File: config.mk
export PLATFORM = sky130hd
export DESIGN_NAME = timer_section
export DESIGN_NICKNAME = d
export VERILOG_FILES = /design/src/timer_pkg.sv /design/src/timer_tick_if.sv /design/src/timer_zero_core.sv /design/src/timer_section.sv
export VERILOG_INCLUDE_DIRS = /design/src
export SDC_FILE = /design/constraint.sdc
export NUM_CORES = 1
export LEC_CHECK = 0
export BUFFER_PORTS_ARGS = -buffer_cell sky130_fd_sc_hd__buf_4
export CAP_MARGIN = 20
export CORE_MARGIN = 2
export CORE_UTILIZATION = 50
export DETAILED_ROUTE_END_ITERATION = 16
export HOLD_SLACK_MARGIN = 0.03
export PLACE_DENSITY = 0.71
export SLEW_MARGIN = 30
export SYNTH_ARGS = -nofsm -noshare
export SYNTH_HDL_FRONTEND = slang
export SYNTH_SLANG_ARGS = --single-unit
File: constraint.sdc
create_clock -name mclk -period 5.39 [get_ports mclk]
set_clock_uncertainty 0.2 [all_clocks]
set_input_delay 0.539 -clock mclk [delete_from_list [all_inputs] [get_ports mclk]]
set_output_delay 0.539 -clock mclk [all_outputs]
set_load 0.01 [all_outputs]
File: src/timer_params.svh
// Purpose: Offsets, field positions and timing counts of the timer section
// Assumes: 100 MHz mclk, 8-bit register port
// Notes:   Definitions only
`ifndef TIMER_PARAMS_SVH
`define TIMER_PARAMS_SVH

`define ADDR_W              8
`define OFS_RUN_CONTROL     8'h0e
`define OFS_ZERO_CONFIG     8'h0f
`define OFS_RELOAD_HIGH     8'h10
`define OFS_RELOAD_LOW      8'h11
`define OFS_COUNT_HIGH      8'h12
`define OFS_COUNT_LOW       8'h13
`define OFS_IRQ_STATUS      8'h20
`define OFS_IRQ_MASK        8'h21

`define CFG_HALT_RX_BIT     7
`define CFG_START_HI        5
`define CFG_START_LO        4
`define CFG_RELOAD_BIT      3
`define CFG_CLK_HI          1
`define CFG_CLK_LO          0
`define CFG_WRITE_MASK      8'hbb

// Count clock periods in ns, rates as fixed 100 MHz divisions
`define MCLK_PERIOD_NS      10
`define FAST_TICK_PERIOD_NS 74
`define SLOW_TICK_PERIOD_NS 4720
`define FAST_TICK_CYCLES    (`FAST_TICK_PERIOD_NS / `MCLK_PERIOD_NS)
`define SLOW_TICK_CYCLES    (`SLOW_TICK_PERIOD_NS / `MCLK_PERIOD_NS)
`define RX_NIBBLE_BITS      4

`endif

File: src/timer_pkg.sv
// Purpose: Types shared by the timer section
// Assumes: Nothing
// Notes:   Numbers live in timer_params.svh
package timer_pkg;
    typedef enum logic [1:0] {
        start_manual, start_end_of_tx, start_trim_plain, start_trim_underflow
    } start_mode_t;
    typedef enum logic [1:0] {
        clk_fast, clk_slow, clk_timer_two, clk_timer_one
    } clock_select_t;
    typedef enum logic [1:0] { trim_idle, trim_armed, trim_counting } trim_state_t;
endpackage : timer_pkg

File: src/timer_tick_if.sv
// Purpose: Carries timer zero control between top and counter
// Assumes: Single mclk domain
// Notes:   Tick, load, stop and underflow are one-cycle pulses; config fields, active and count are levels
`timescale 1ns/1ps
interface timer_tick_if;
    import timer_pkg::*;
    logic          tick;
    logic          load;
    logic          stop;
    logic          allow_restart;
    logic [15:0]   reload_value;
    logic          active;
    logic          underflow;
    logic [15:0]   count;
    modport ctrl (output tick, load, stop, allow_restart, reload_value,
                  input active, underflow, count);
    modport core (input tick, load, stop, allow_restart, reload_value,
                  output active, underflow, count);
endinterface : timer_tick_if

File: src/timer_zero_core.sv
// Purpose: Sixteen-bit down counter of timer zero
// Assumes: Load and stop are never high together with a useful tick
// Notes:   Load wins over stop, stop over counting
`timescale 1ns/1ps
module timer_zero_core
    import timer_pkg::*;
(
    // Clock and reset
    input  wire logic   mclk,
    input  wire logic   rstn,
    // Control
    timer_tick_if.core  tif
);
    logic [15:0] count_reg;
    logic [15:0] count_next;
    logic        active_reg;
    logic        active_next;
    logic        under_reg;
    logic        under_next;

    always_comb begin
        count_next  = count_reg;
        active_next = active_reg;
        under_next  = 1'b0;
        if (tif.load) begin
            count_next  = tif.reload_value;
            active_next = 1'b1;
        end else if (tif.stop) begin
            active_next = 1'b0;
        end else if (active_reg && tif.tick) begin
            if (count_reg == 16'h0000) begin
                under_next = 1'b1;
                if (tif.allow_restart) begin
                    count_next = tif.reload_value;
                end else begin
                    active_next = 1'b0;
                end
            end else begin
                count_next = count_reg - 16'h0001;
            end
        end
    end

    always_ff @(posedge mclk) begin
        if (!rstn) begin
            count_reg  <= 16'h0000;
            active_reg <= 1'b0;
            under_reg  <= 1'b0;
        end else begin
            count_reg  <= count_next;
            active_reg <= active_next;
            under_reg  <= under_next;
        end
    end

    assign tif.count     = count_reg;
    assign tif.active    = active_reg;
    assign tif.underflow = under_reg;
endmodule : timer_zero_core

File: src/timer_section.sv
// Purpose: Timer section control: run control, timer zero, interrupt
// Assumes: Register port on mclk; frame events are mclk-domain pulses
// Notes:   Timers one to three sit outside; only their run bits live here
// Operation
// Low nibble masks writes to run bits
// Upper nibble shows timers three..zero running
// Masked write starts on one, stops on zero
// Halt timer zero after four received bits
// Receive halt ignored in trimming modes
// Mode zero manual, one starts at tx end
// Modes two, three: oscillator trimming on edges
// Auto-restart reloads at zero and continues; here plain trimming mode two ignores it and stops at zero
// Without restart, stop at zero, clear running
// Every underflow sets the interrupt flag
// Clock select zero fast, one slow
// Select two, three cascade from timers two, one
// Start loads counter from reload bytes
// Reload writes act only at next start; here they also act at the next auto-restart reload on underflow
// Decrement once per selected tick
// Reset stops timers, fields read zero
// Count bytes not read during reception
//
// Design decision made here: the strobed register port.
`timescale 1ns/1ps
`include "timer_params.svh"
module timer_section
    import timer_pkg::*;
(
    // Clock and reset
    input  wire logic                 mclk,
    input  wire logic                 rstn,
    // Register port
    input  wire logic [`ADDR_W-1:0]   reg_addr,
    input  wire logic [7:0]           reg_wdata,
    input  wire logic                 reg_write,
    input  wire logic                 reg_read,
    output logic      [7:0]           reg_rdata,
    // Frame events from the transceiver
    input  wire logic                 tx_done,
    input  wire logic                 rx_bit_valid,
    input  wire logic                 rx_frame_start,
    // Oscillator trimming edge, from a pin
    input  wire logic                 low_freq_oscillator,
    // Other timers
    input  wire logic                 timer_one_underflow,
    input  wire logic                 timer_two_underflow,
    output logic      [2:0]           other_timer_start,
    output logic      [2:0]           other_timer_stop,
    input  wire logic [2:0]           other_timer_active,
    // Interrupt
    output logic                      irq
);
    timer_tick_if tif ();

    // Registers and next values
    logic [7:0]   config_reg;
    logic [7:0]   config_next;
    logic [7:0]   reload_high_reg;
    logic [7:0]   reload_high_next;
    logic [7:0]   reload_low_reg;
    logic [7:0]   reload_low_next;
    logic         irq_status_reg;
    logic         irq_status_next;
    logic         irq_mask_reg;
    logic         irq_mask_next;
    logic [7:0]   rdata_reg;
    logic [7:0]   rdata_next;
    logic [9:0]   slow_div_reg;
    logic [9:0]   slow_div_next;
    logic [3:0]   fast_div_reg;
    logic [3:0]   fast_div_next;
    logic [2:0]   rx_bits_reg;
    logic [2:0]   rx_bits_next;
    logic         halted_rx_reg;
    logic         halted_rx_next;
    trim_state_t  trim_reg;
    trim_state_t  trim_next;
    logic         osc_meta_reg;
    logic         osc_sync_reg;
    logic         osc_prev_reg;

    start_mode_t   start_mode;
    clock_select_t clk_sel;
    logic          write_run;
    logic [3:0]    run_mask;
    logic [3:0]    run_value;
    logic          fast_tick;
    logic          slow_tick;
    logic          osc_rise;
    logic          trimming;
    logic          sw_start;
    logic          sw_stop;
    logic          auto_start;
    logic          rx_halt;
    logic          trim_start;
    logic          trim_stop;

    assign start_mode = start_mode_t'(config_reg[`CFG_START_HI:`CFG_START_LO]);
    assign clk_sel    = clock_select_t'(config_reg[`CFG_CLK_HI:`CFG_CLK_LO]);
    assign trimming   = (start_mode == start_trim_plain)
                     || (start_mode == start_trim_underflow);

    // Masked run control write
    assign write_run = reg_write && (reg_addr == `OFS_RUN_CONTROL);
    assign run_mask  = write_run ? reg_wdata[3:0] : 4'h0;
    assign run_value = reg_wdata[7:4];
    assign sw_start  = run_mask[0] && run_value[0];
    assign sw_stop   = run_mask[0] && !run_value[0];

    genvar gi;
    generate
        for (gi = 1; gi < 4; gi++) begin : g_other
            assign other_timer_start[gi-1] = run_mask[gi] && run_value[gi];
            assign other_timer_stop[gi-1]  = run_mask[gi] && !run_value[gi];
        end
    endgenerate

    // Level from a pin: two flops before use
    always_ff @(posedge mclk) begin
        if (!rstn) begin
            osc_meta_reg <= 1'b0;
            osc_sync_reg <= 1'b0;
            osc_prev_reg <= 1'b0;
        end else begin
            osc_meta_reg <= low_freq_oscillator;
            osc_sync_reg <= osc_meta_reg;
            osc_prev_reg <= osc_sync_reg;
        end
    end
    assign osc_rise = osc_sync_reg && !osc_prev_reg;

    // Rate dividers; 13.56 MHz approximated on 100 MHz
    always_comb begin
        fast_div_next = (fast_div_reg == 4'(`FAST_TICK_CYCLES - 1))
                      ? 4'h0 : fast_div_reg + 4'h1;
        slow_div_next = (slow_div_reg == 10'(`SLOW_TICK_CYCLES - 1))
                      ? 10'h000 : slow_div_reg + 10'h001;
    end
    assign fast_tick = (fast_div_reg == 4'h0);
    assign slow_tick = (slow_div_reg == 10'h000);

    always_comb begin
        case (clk_sel)
            clk_fast:      tif.tick = fast_tick;
            clk_slow:      tif.tick = slow_tick;
            clk_timer_two: tif.tick = timer_two_underflow;
            clk_timer_one: tif.tick = timer_one_underflow;
            default:       tif.tick = 1'b0;
        endcase
    end

    // Trimming: first rising edge starts, the next stops
    always_comb begin
        trim_next  = trim_reg;
        trim_start = 1'b0;
        trim_stop  = 1'b0;
        case (trim_reg)
            trim_idle: begin
                if (trimming) begin
                    trim_next = trim_armed;
                end
            end
            trim_armed: begin
                if (!trimming) begin
                    trim_next = trim_idle;
                end else if (osc_rise) begin
                    trim_start = 1'b1;
                    trim_next  = trim_counting;
                end
            end
            trim_counting: begin
                if (!trimming) begin
                    trim_next = trim_idle;
                end else if (osc_rise || !tif.active) begin
                    trim_stop = osc_rise;
                    trim_next = trim_idle;
                end
            end
            default: trim_next = trim_idle;
        endcase
    end

    // Receive halt after the first four bits of a frame
    always_comb begin
        rx_bits_next   = rx_bits_reg;
        halted_rx_next = halted_rx_reg;
        rx_halt        = 1'b0;
        if (rx_frame_start) begin
            rx_bits_next   = 3'h0;
            halted_rx_next = 1'b0;
        end else if (rx_bit_valid && !halted_rx_reg) begin
            rx_bits_next = rx_bits_reg + 3'h1;
            if (rx_bits_reg == 3'(`RX_NIBBLE_BITS - 1)) begin
                halted_rx_next = 1'b1;
                rx_halt = config_reg[`CFG_HALT_RX_BIT] && !trimming;
            end
        end
    end

    assign auto_start = tx_done && (start_mode == start_end_of_tx);
    assign tif.load   = sw_start || auto_start || trim_start;
    assign tif.stop   = sw_stop || rx_halt || trim_stop;
    // Plain trimming mode never reloads on underflow
    assign tif.allow_restart = config_reg[`CFG_RELOAD_BIT]
                            && (start_mode != start_trim_plain);
    // Reload bytes feed the load path and the auto-restart at underflow
    assign tif.reload_value  = {reload_high_reg, reload_low_reg};

    // Register writes and interrupt
    always_comb begin
        config_next      = config_reg;
        reload_high_next = reload_high_reg;
        reload_low_next  = reload_low_reg;
        irq_mask_next    = irq_mask_reg;
        irq_status_next  = irq_status_reg;
        if (reg_write) begin
            case (reg_addr)
                `OFS_ZERO_CONFIG: config_next      = reg_wdata & `CFG_WRITE_MASK;
                `OFS_RELOAD_HIGH: reload_high_next = reg_wdata;
                `OFS_RELOAD_LOW:  reload_low_next  = reg_wdata;
                `OFS_IRQ_MASK:    irq_mask_next    = reg_wdata[0];
                `OFS_IRQ_STATUS:  begin
                    if (reg_wdata[0]) begin
                        irq_status_next = 1'b0;
                    end
                end
                default: ;
            endcase
        end
        // Set wins over a clear in the same cycle
        if (tif.underflow) begin
            irq_status_next = 1'b1;
        end
    end

    // Read data, valid the cycle after the strobe
    always_comb begin
        rdata_next = 8'h00;
        if (reg_read) begin
            case (reg_addr)
                `OFS_RUN_CONTROL: rdata_next = {other_timer_active[2:0],
                                                tif.active, 4'h0};
                `OFS_ZERO_CONFIG: rdata_next = config_reg;
                `OFS_RELOAD_HIGH: rdata_next = reload_high_reg;
                `OFS_RELOAD_LOW:  rdata_next = reload_low_reg;
                // Not meaningful mid-reception; software avoids that
                `OFS_COUNT_HIGH:  rdata_next = tif.count[15:8];
                `OFS_COUNT_LOW:   rdata_next = tif.count[7:0];
                `OFS_IRQ_STATUS:  rdata_next = {7'h00, irq_status_reg};
                `OFS_IRQ_MASK:    rdata_next = {7'h00, irq_mask_reg};
                default:          rdata_next = 8'h00;
            endcase
        end
    end

    always_ff @(posedge mclk) begin
        if (!rstn) begin
            config_reg      <= 8'h00;
            reload_high_reg <= 8'h00;
            reload_low_reg  <= 8'h00;
            irq_status_reg  <= 1'b0;
            irq_mask_reg    <= 1'b0;
            rdata_reg       <= 8'h00;
            slow_div_reg    <= 10'h000;
            fast_div_reg    <= 4'h0;
            rx_bits_reg     <= 3'h0;
            halted_rx_reg   <= 1'b0;
            trim_reg        <= trim_idle;
        end else begin
            config_reg      <= config_next;
            reload_high_reg <= reload_high_next;
            reload_low_reg  <= reload_low_next;
            irq_status_reg  <= irq_status_next;
            irq_mask_reg    <= irq_mask_next;
            rdata_reg       <= rdata_next;
            slow_div_reg    <= slow_div_next;
            fast_div_reg    <= fast_div_next;
            rx_bits_reg     <= rx_bits_next;
            halted_rx_reg   <= halted_rx_next;
            trim_reg        <= trim_next;
        end
    end

    assign reg_rdata = rdata_reg;
    assign irq       = irq_status_reg && irq_mask_reg;

    timer_zero_core u_core (
        .mclk (mclk),
        .rstn (rstn),
        .tif  (tif.core)
    );
endmodule : timer_section

* Yosys cells after proc, flatten, opt, wreduce, memory -nomap -nowiden
Cells that the tools add are included.
Word-level totals: bits in registers 73, bits in latches 0, bits in writable memories 0, ROM bits 0, bits of input ports 29, logic and storage cells 137, memories kept 0
Cells by class: $add $sub $neg 4, multipliers 0, div/mod/pow operators 0, $lt $le $gt $ge 0, equality and inequality tests 26, shift-type cells 0, mux-type cells 33, bitwise operators 2, reduce and logical (&&, ||, !) cells 55
Operators by type and width (number):
- two-way mux 16 bit | 5
- one-hot mux 8 bit (8 select lines) | 1
- == test 8 x 5 -> 1 bit, second input constant | 4
- two-way mux 1 bit | 19
- == test 8 x 4 -> 1 bit, second input constant | 2
- == test 8 x 6 -> 1 bit, second input constant | 2
- logical AND 1 bit | 16
- zero test 16 bit | 1
- subtractor 16 x 1 -> 16 bit, second input constant | 1
- inequality test 3 bit, second input constant | 4
- AND reduction 2 bit | 6
- AND reduction 3 bit | 4
- adder 10 x 1 -> 10 bit, second input constant | 1
- == test 10 x 9 -> 1 bit, second input constant | 1
- == test 2 bit, second input constant | 5
- zero test 10 bit | 1
- two-way mux 2 bit | 5
- zero test 1 bit | 8
- nonzero test 2 bit | 4
- == test 2 x 1 -> 1 bit, second input constant | 3
- logical OR 1 bit | 6
- inequality test 2 bit, second input constant | 3
- one-hot mux 2 bit (3 select lines) | 1
- nonzero test 3 bit | 2
- other kinds (11) | 15

* Logic depth before layout (Yosys ltp)
word-level depth 11, depth in mapped cells 10

* By module
A second synthesis with hierarchy kept.
Second synthesis, totals: cell total of the unflattened synthesis 439, area, all modules 3923.8 um^2
By module, submodules not included:
- timer_section | instances 1, cells each 283, area each 2691.3 um^2, seq. area each 1101.1 um^2
- timer_zero_core | instances 1, cells each 156, area each 1232.4 um^2, seq. area each 360.3 um^2

* Least setup slack after synthesis
Ideal clock, no wire load.
path kind input -> output, start in reg_addr[4], end out other_timer_stop[0], arrival 1.786 ns, path slack 2.865 ns, stages on the path 5, buffers on the path 0, path through or3_1 nor2_1 and3_1 nand2_1 nor2_1
On the way: cells in the longest elaborated chain, start to end 4
RTL lines:
- start: declaration | RTL line timer_section.sv:33 | input wire logic [`ADDR_W-1:0] reg_addr,
- == test 8 x 4 -> 1 bit
- logical AND 1 bit | RTL line timer_section.sv:104 | assign write_run = reg_write && (reg_addr == `OFS_RUN_CONTROL);
- two-way mux 4 bit | RTL line timer_section.sv:105 | assign run_mask = write_run ? reg_wdata[3:0] : 4'h0;
- logical AND 1 bit | RTL line timer_section.sv:114 | assign other_timer_stop[gi-1] = run_mask[gi] && !run_value[gi];
- end: declaration | RTL line timer_section.sv:48 | output logic [2:0] other_timer_stop,
Every way passes these cells.

* Final worst setup path
start in reg_addr[4], end out other_timer_start[1]
On the way: cells in the longest elaborated chain, start to end 4
RTL lines:
- == test 8 x 4 -> 1 bit
- logical AND 1 bit | RTL line timer_section.sv:104
- two-way mux 4 bit | RTL line timer_section.sv:105
- logical AND 1 bit | RTL line timer_section.sv:113 | assign other_timer_start[gi-1] = run_mask[gi] && run_value[gi];
- end: declaration | RTL line timer_section.sv:47 | output logic [2:0] other_timer_start,
Every way passes these cells.

==> impl_metrics.sql <==
INSERT INTO impl_metrics (metric_group, metric, value, unit) VALUES
('cells_and_area', 'max_ffs_per_register', '16', ''),
('placed_design', 'detailedPlacementHpwl', '7130', 'um'),
('global_route', 'antenna_found_initial', '0', ''),
('global_route', 'first_global_vias', '3306', ''),
('die', 'placeableCoreArea', '0.00725', 'mm2'),
('route', 'drt_pre_antenna_iters', '4', ''),
('cells_and_area', 'final_nets', '516', ''),
('clock_tree', 'worstSkewPairLatency', '350', 'ps'),
('worst_setup_path', 'required', '4650', 'ps'),
('timing', 'tightest_slew', '896', 'ps'),
('clock_tree', 'holdBufCountCts', '0', ''),
('route', 'num_vias', '3444', ''),
('power_and_ir_drop', 'power.ir.vdd_worst', '0.129', 'mV'),
('power_and_ir_drop', 'combinationalPowerShare', '6.6', '%'),
('logic_synthesis', 'async_flop_share', '0', '%'),
('die', 'num_io_pins', '44', ''),
('clock_tree', 'cts.htree.levels', '3', ''),
('global_route', 'grt_max_degree', '32', ''),
('clock_tree', 'clock_tree.root_cell', 'sky130_fd_sc_hd__clkbuf_8', ''),
('worst_setup_path', 'critPathKind', 'in -> out', ''),
('die', 'die-width', '90.6', 'um'),
('timing', 'finalCritPeriodShare', '57.0', '%'),
('clock_tree', 'cts_resized', '0', ''),
('worst_setup_path', 'crit_path_end', 'other_timer_start[1]', ''),
('power_and_ir_drop', 'clock_power_share', '39.3', '%'),
('logic_synthesis', 'synthesis.area_per_instance', '8.53', 'um2'),
('route', 'highest_signal_layer', 'met4', ''),
('power_and_ir_drop', 'netSwitchingFraction', '24.7', '%'),
('route', 'dr_wl_met3', '716', 'um'),
('min_path', 'hold_depth', '2', ''),
('worst_setup_path', 'critPathMaxFanout', '10', ''),
('cells_and_area', 'mostFrequentLayoutCell', 'sky130_fd_sc_hd__dfxtp_1', ''),
('timing', 'finalCriticalPeriod', '3070', 'ps'),
('route', 'via_count_normalized_by_instance_count', '5.92', ''),
('power_and_ir_drop', 'power.share.sequential', '54.0', '%'),
('timing', 'setup_total_negative_slack', '0', 'ps'),
('route', 'drtIter0Drc', '263', ''),
('die', 'num_rows', '31', ''),
('worst_setup_path', 'critical_path.startpoint', 'reg_addr[4]', ''),
('timing', 'timing.hold.ws', '190', 'ps'),
('cells_and_area', 'layout_common_cells', 'sky130_fd_sc_hd__dfxtp_1 (73), sky130_fd_sc_hd__nor2_1 (66), sky130_fd_sc_hd__buf_4 (48)', ''),
('placed_design', 'global_placer_s_final_weighted_congestion', '0.930', ''),
('route', 'route.antenna.remaining_nets', '0', ''),
('route', 'number_of_drc_violations_after_detailed_routing', '0', ''),
('job', 'max-cap-violations', '0', ''),
('worst_setup_path', 'startpoint_type', 'primary input', ''),
('worst_setup_path', 'critPathArrivalTime', '2330', 'ps'),
('global_route', 'globalRoute.totalOverflow', '0', ''),
('cells_and_area', 'area.growth.synth_to_final', '16.5', '%'),
('worst_setup_path', 'rr_worst_depth', '8', ''),
('logic_synthesis', 'synth-edff-count', '0', ''),
('clock_tree', 'setup_bufs_post_cts', '0', ''),
('status', 'run_status', 'finished, final reports clean', ''),
('logic_synthesis', 'mapped_nets', '477', ''),
('timing', 'maxSlewHeadroom', '39.7', '%'),
('logic_synthesis', 'yosysSeqAreaShare', '39.0', '%'),
('power_and_ir_drop', 'power_report.internal_total', '0.000766', 'W'),
('die', 'initial_utilization', '51.6', '%'),
('global_route', 'grt_first_pass_wirelength', '16600', 'um'),
('route', 'wl_met2', '4580', 'um'),
('die', 'chipHeight', '90.6', 'um'),
('clock_tree', 'path_clk_slew', '80', 'ps'),
('timing', 'max_clock_freq', '325', 'MHz'),
('timing', 'rsz0062_at_grt', 'no', ''),
('placed_design', 'io_buffers', '43', ''),
('timing', 'hold_viol_final', '0', ''),
('worst_setup_path', 'setup.worst_path.end_class', 'primary output', ''),
('clock_tree', 'cts_inserted_buffers', '9', ''),
('logic_synthesis', 'synth_area', '0.00375', 'mm2'),
('die', 'dieArea', '0.00820', 'mm2'),
('worst_setup_path', 'reg2reg_setup_slack', '2440', 'ps');
## Yosys cell counts (all sizes together), types with 2 or more instances
master   n  area, um2
a22o     4       35.0
mux2i   17        170
a22oi    4       30.0
nor2    66        248
nor4b    2       17.5
and2     7       43.8
a32oi    4       35.0
a21oi   38        190
nor3b    5       37.5
nand4    3       18.8
buf      6       27.5
nor3     6       30.0
a31oi    3       18.8
mux2    16        180
nor4     4       31.3
xnor2    4       35.0
o21ai    5       25.0
nand2b   4       25.0
mux4     5        113
or3      8       55.1
nand3   23        120
ha       9        113
inv     13       48.8
o211ai  12       90.1
nand2   34        128
clkbuf  14       52.6
o31ai    2       15.0
and4     2       17.5
o21a     2       15.0
and3     9       56.3
nor2b   12       75.1
or4      2       15.0
dfxtp   73       1460
xor2     3       26.3
a211oi   3       22.5
o311ai   3       26.3
## power groups by stage
stage          Combinational [W]  Clock, W  Sequential [W]
2_1_floorplan          0.0000351         0        0.000561
3_3_place_gp           0.0000644         0        0.000562
3_5_place_dp           0.0000667         0        0.000562
4_1_cts                0.0000670  0.000404        0.000549
5_1_grt                0.0000741  0.000431        0.000550
6_report               0.0000675  0.000400        0.000550
## metal layers
metal / vias to the layer above / GRT usage, %
met4: 0 / 10.0
met2: 153 / 41.0
li1: 1647 / -
met3: 25 / 5.26
met5: - / 0
met1: 1619 / 33.2
## worst min-delay path by stage
stage	startpoint	to
2_1_floorplan	trim_reg[1]$_SDFFE_PN0P_	trim_reg[0]$_SDFFE_PN0P_
3_3_place_gp	osc_meta_reg$_SDFF_PN0_	osc_sync_reg$_SDFF_PN0_
3_5_place_dp	u_core.tif.underflow$_SDFF_PP0_	irq_status_reg$_SDFFE_PN0P_
5_1_grt	low_freq_oscillator	osc_meta_reg$_SDFF_PN0_
4_1_cts	low_freq_oscillator	osc_meta_reg$_SDFF_PN0_
6_report	low_freq_oscillator	osc_meta_reg$_SDFF_PN0_
## final cells by class
class / instances / area [um2]
clock inverters: 4 / 27.5
fillers: 680 / 2890
clock buffers: 12 / 155
inverters: 14 / 52.6
multi-input cells: 332 / 2180
repair buffers: 48 / 360
well taps: 99 / 124
flip-flops and latches: 73 / 1460
## stage by stage
step	cell area, um2	cells	setup WS [ps]	util, %	power (W)
floorplan	3750	439	2870	-	0.000596
global placement	4160	566	2440	57.4	0.000626
detailed placement	4170	566	2390	57.5	0.000629
CTS	4350	582	2380	60.0	0.00102
global route	4360	582	2180	60.2	0.00106
finish	4360	582	2320	60.2	0.00102
## cells by family after synthesis
| logic type | after synthesis | share of synthesized area (%) |
|---|---|---|
| compound gates | 86 | 14.8 |
| xor+xnor | 7 | 1.64 |
| buf+inv | 34 | 3.54 |
| flops | 73 | 39.0 |
| simple gates | 192 | 25.7 |
| fa+ha+maj | 9 | 3.01 |
| mux | 38 | 12.4 |
## worst max-delay path, stage by stage
cell and delay [ps]:
sky130_fd_sc_hd__buf_4 120, sky130_fd_sc_hd__or3_1 410, sky130_fd_sc_hd__nor2_1 520, sky130_fd_sc_hd__and3_1 420, sky130_fd_sc_hd__and3_1 210, sky130_fd_sc_hd__buf_4 120
(Power assumes the default switching activity.)
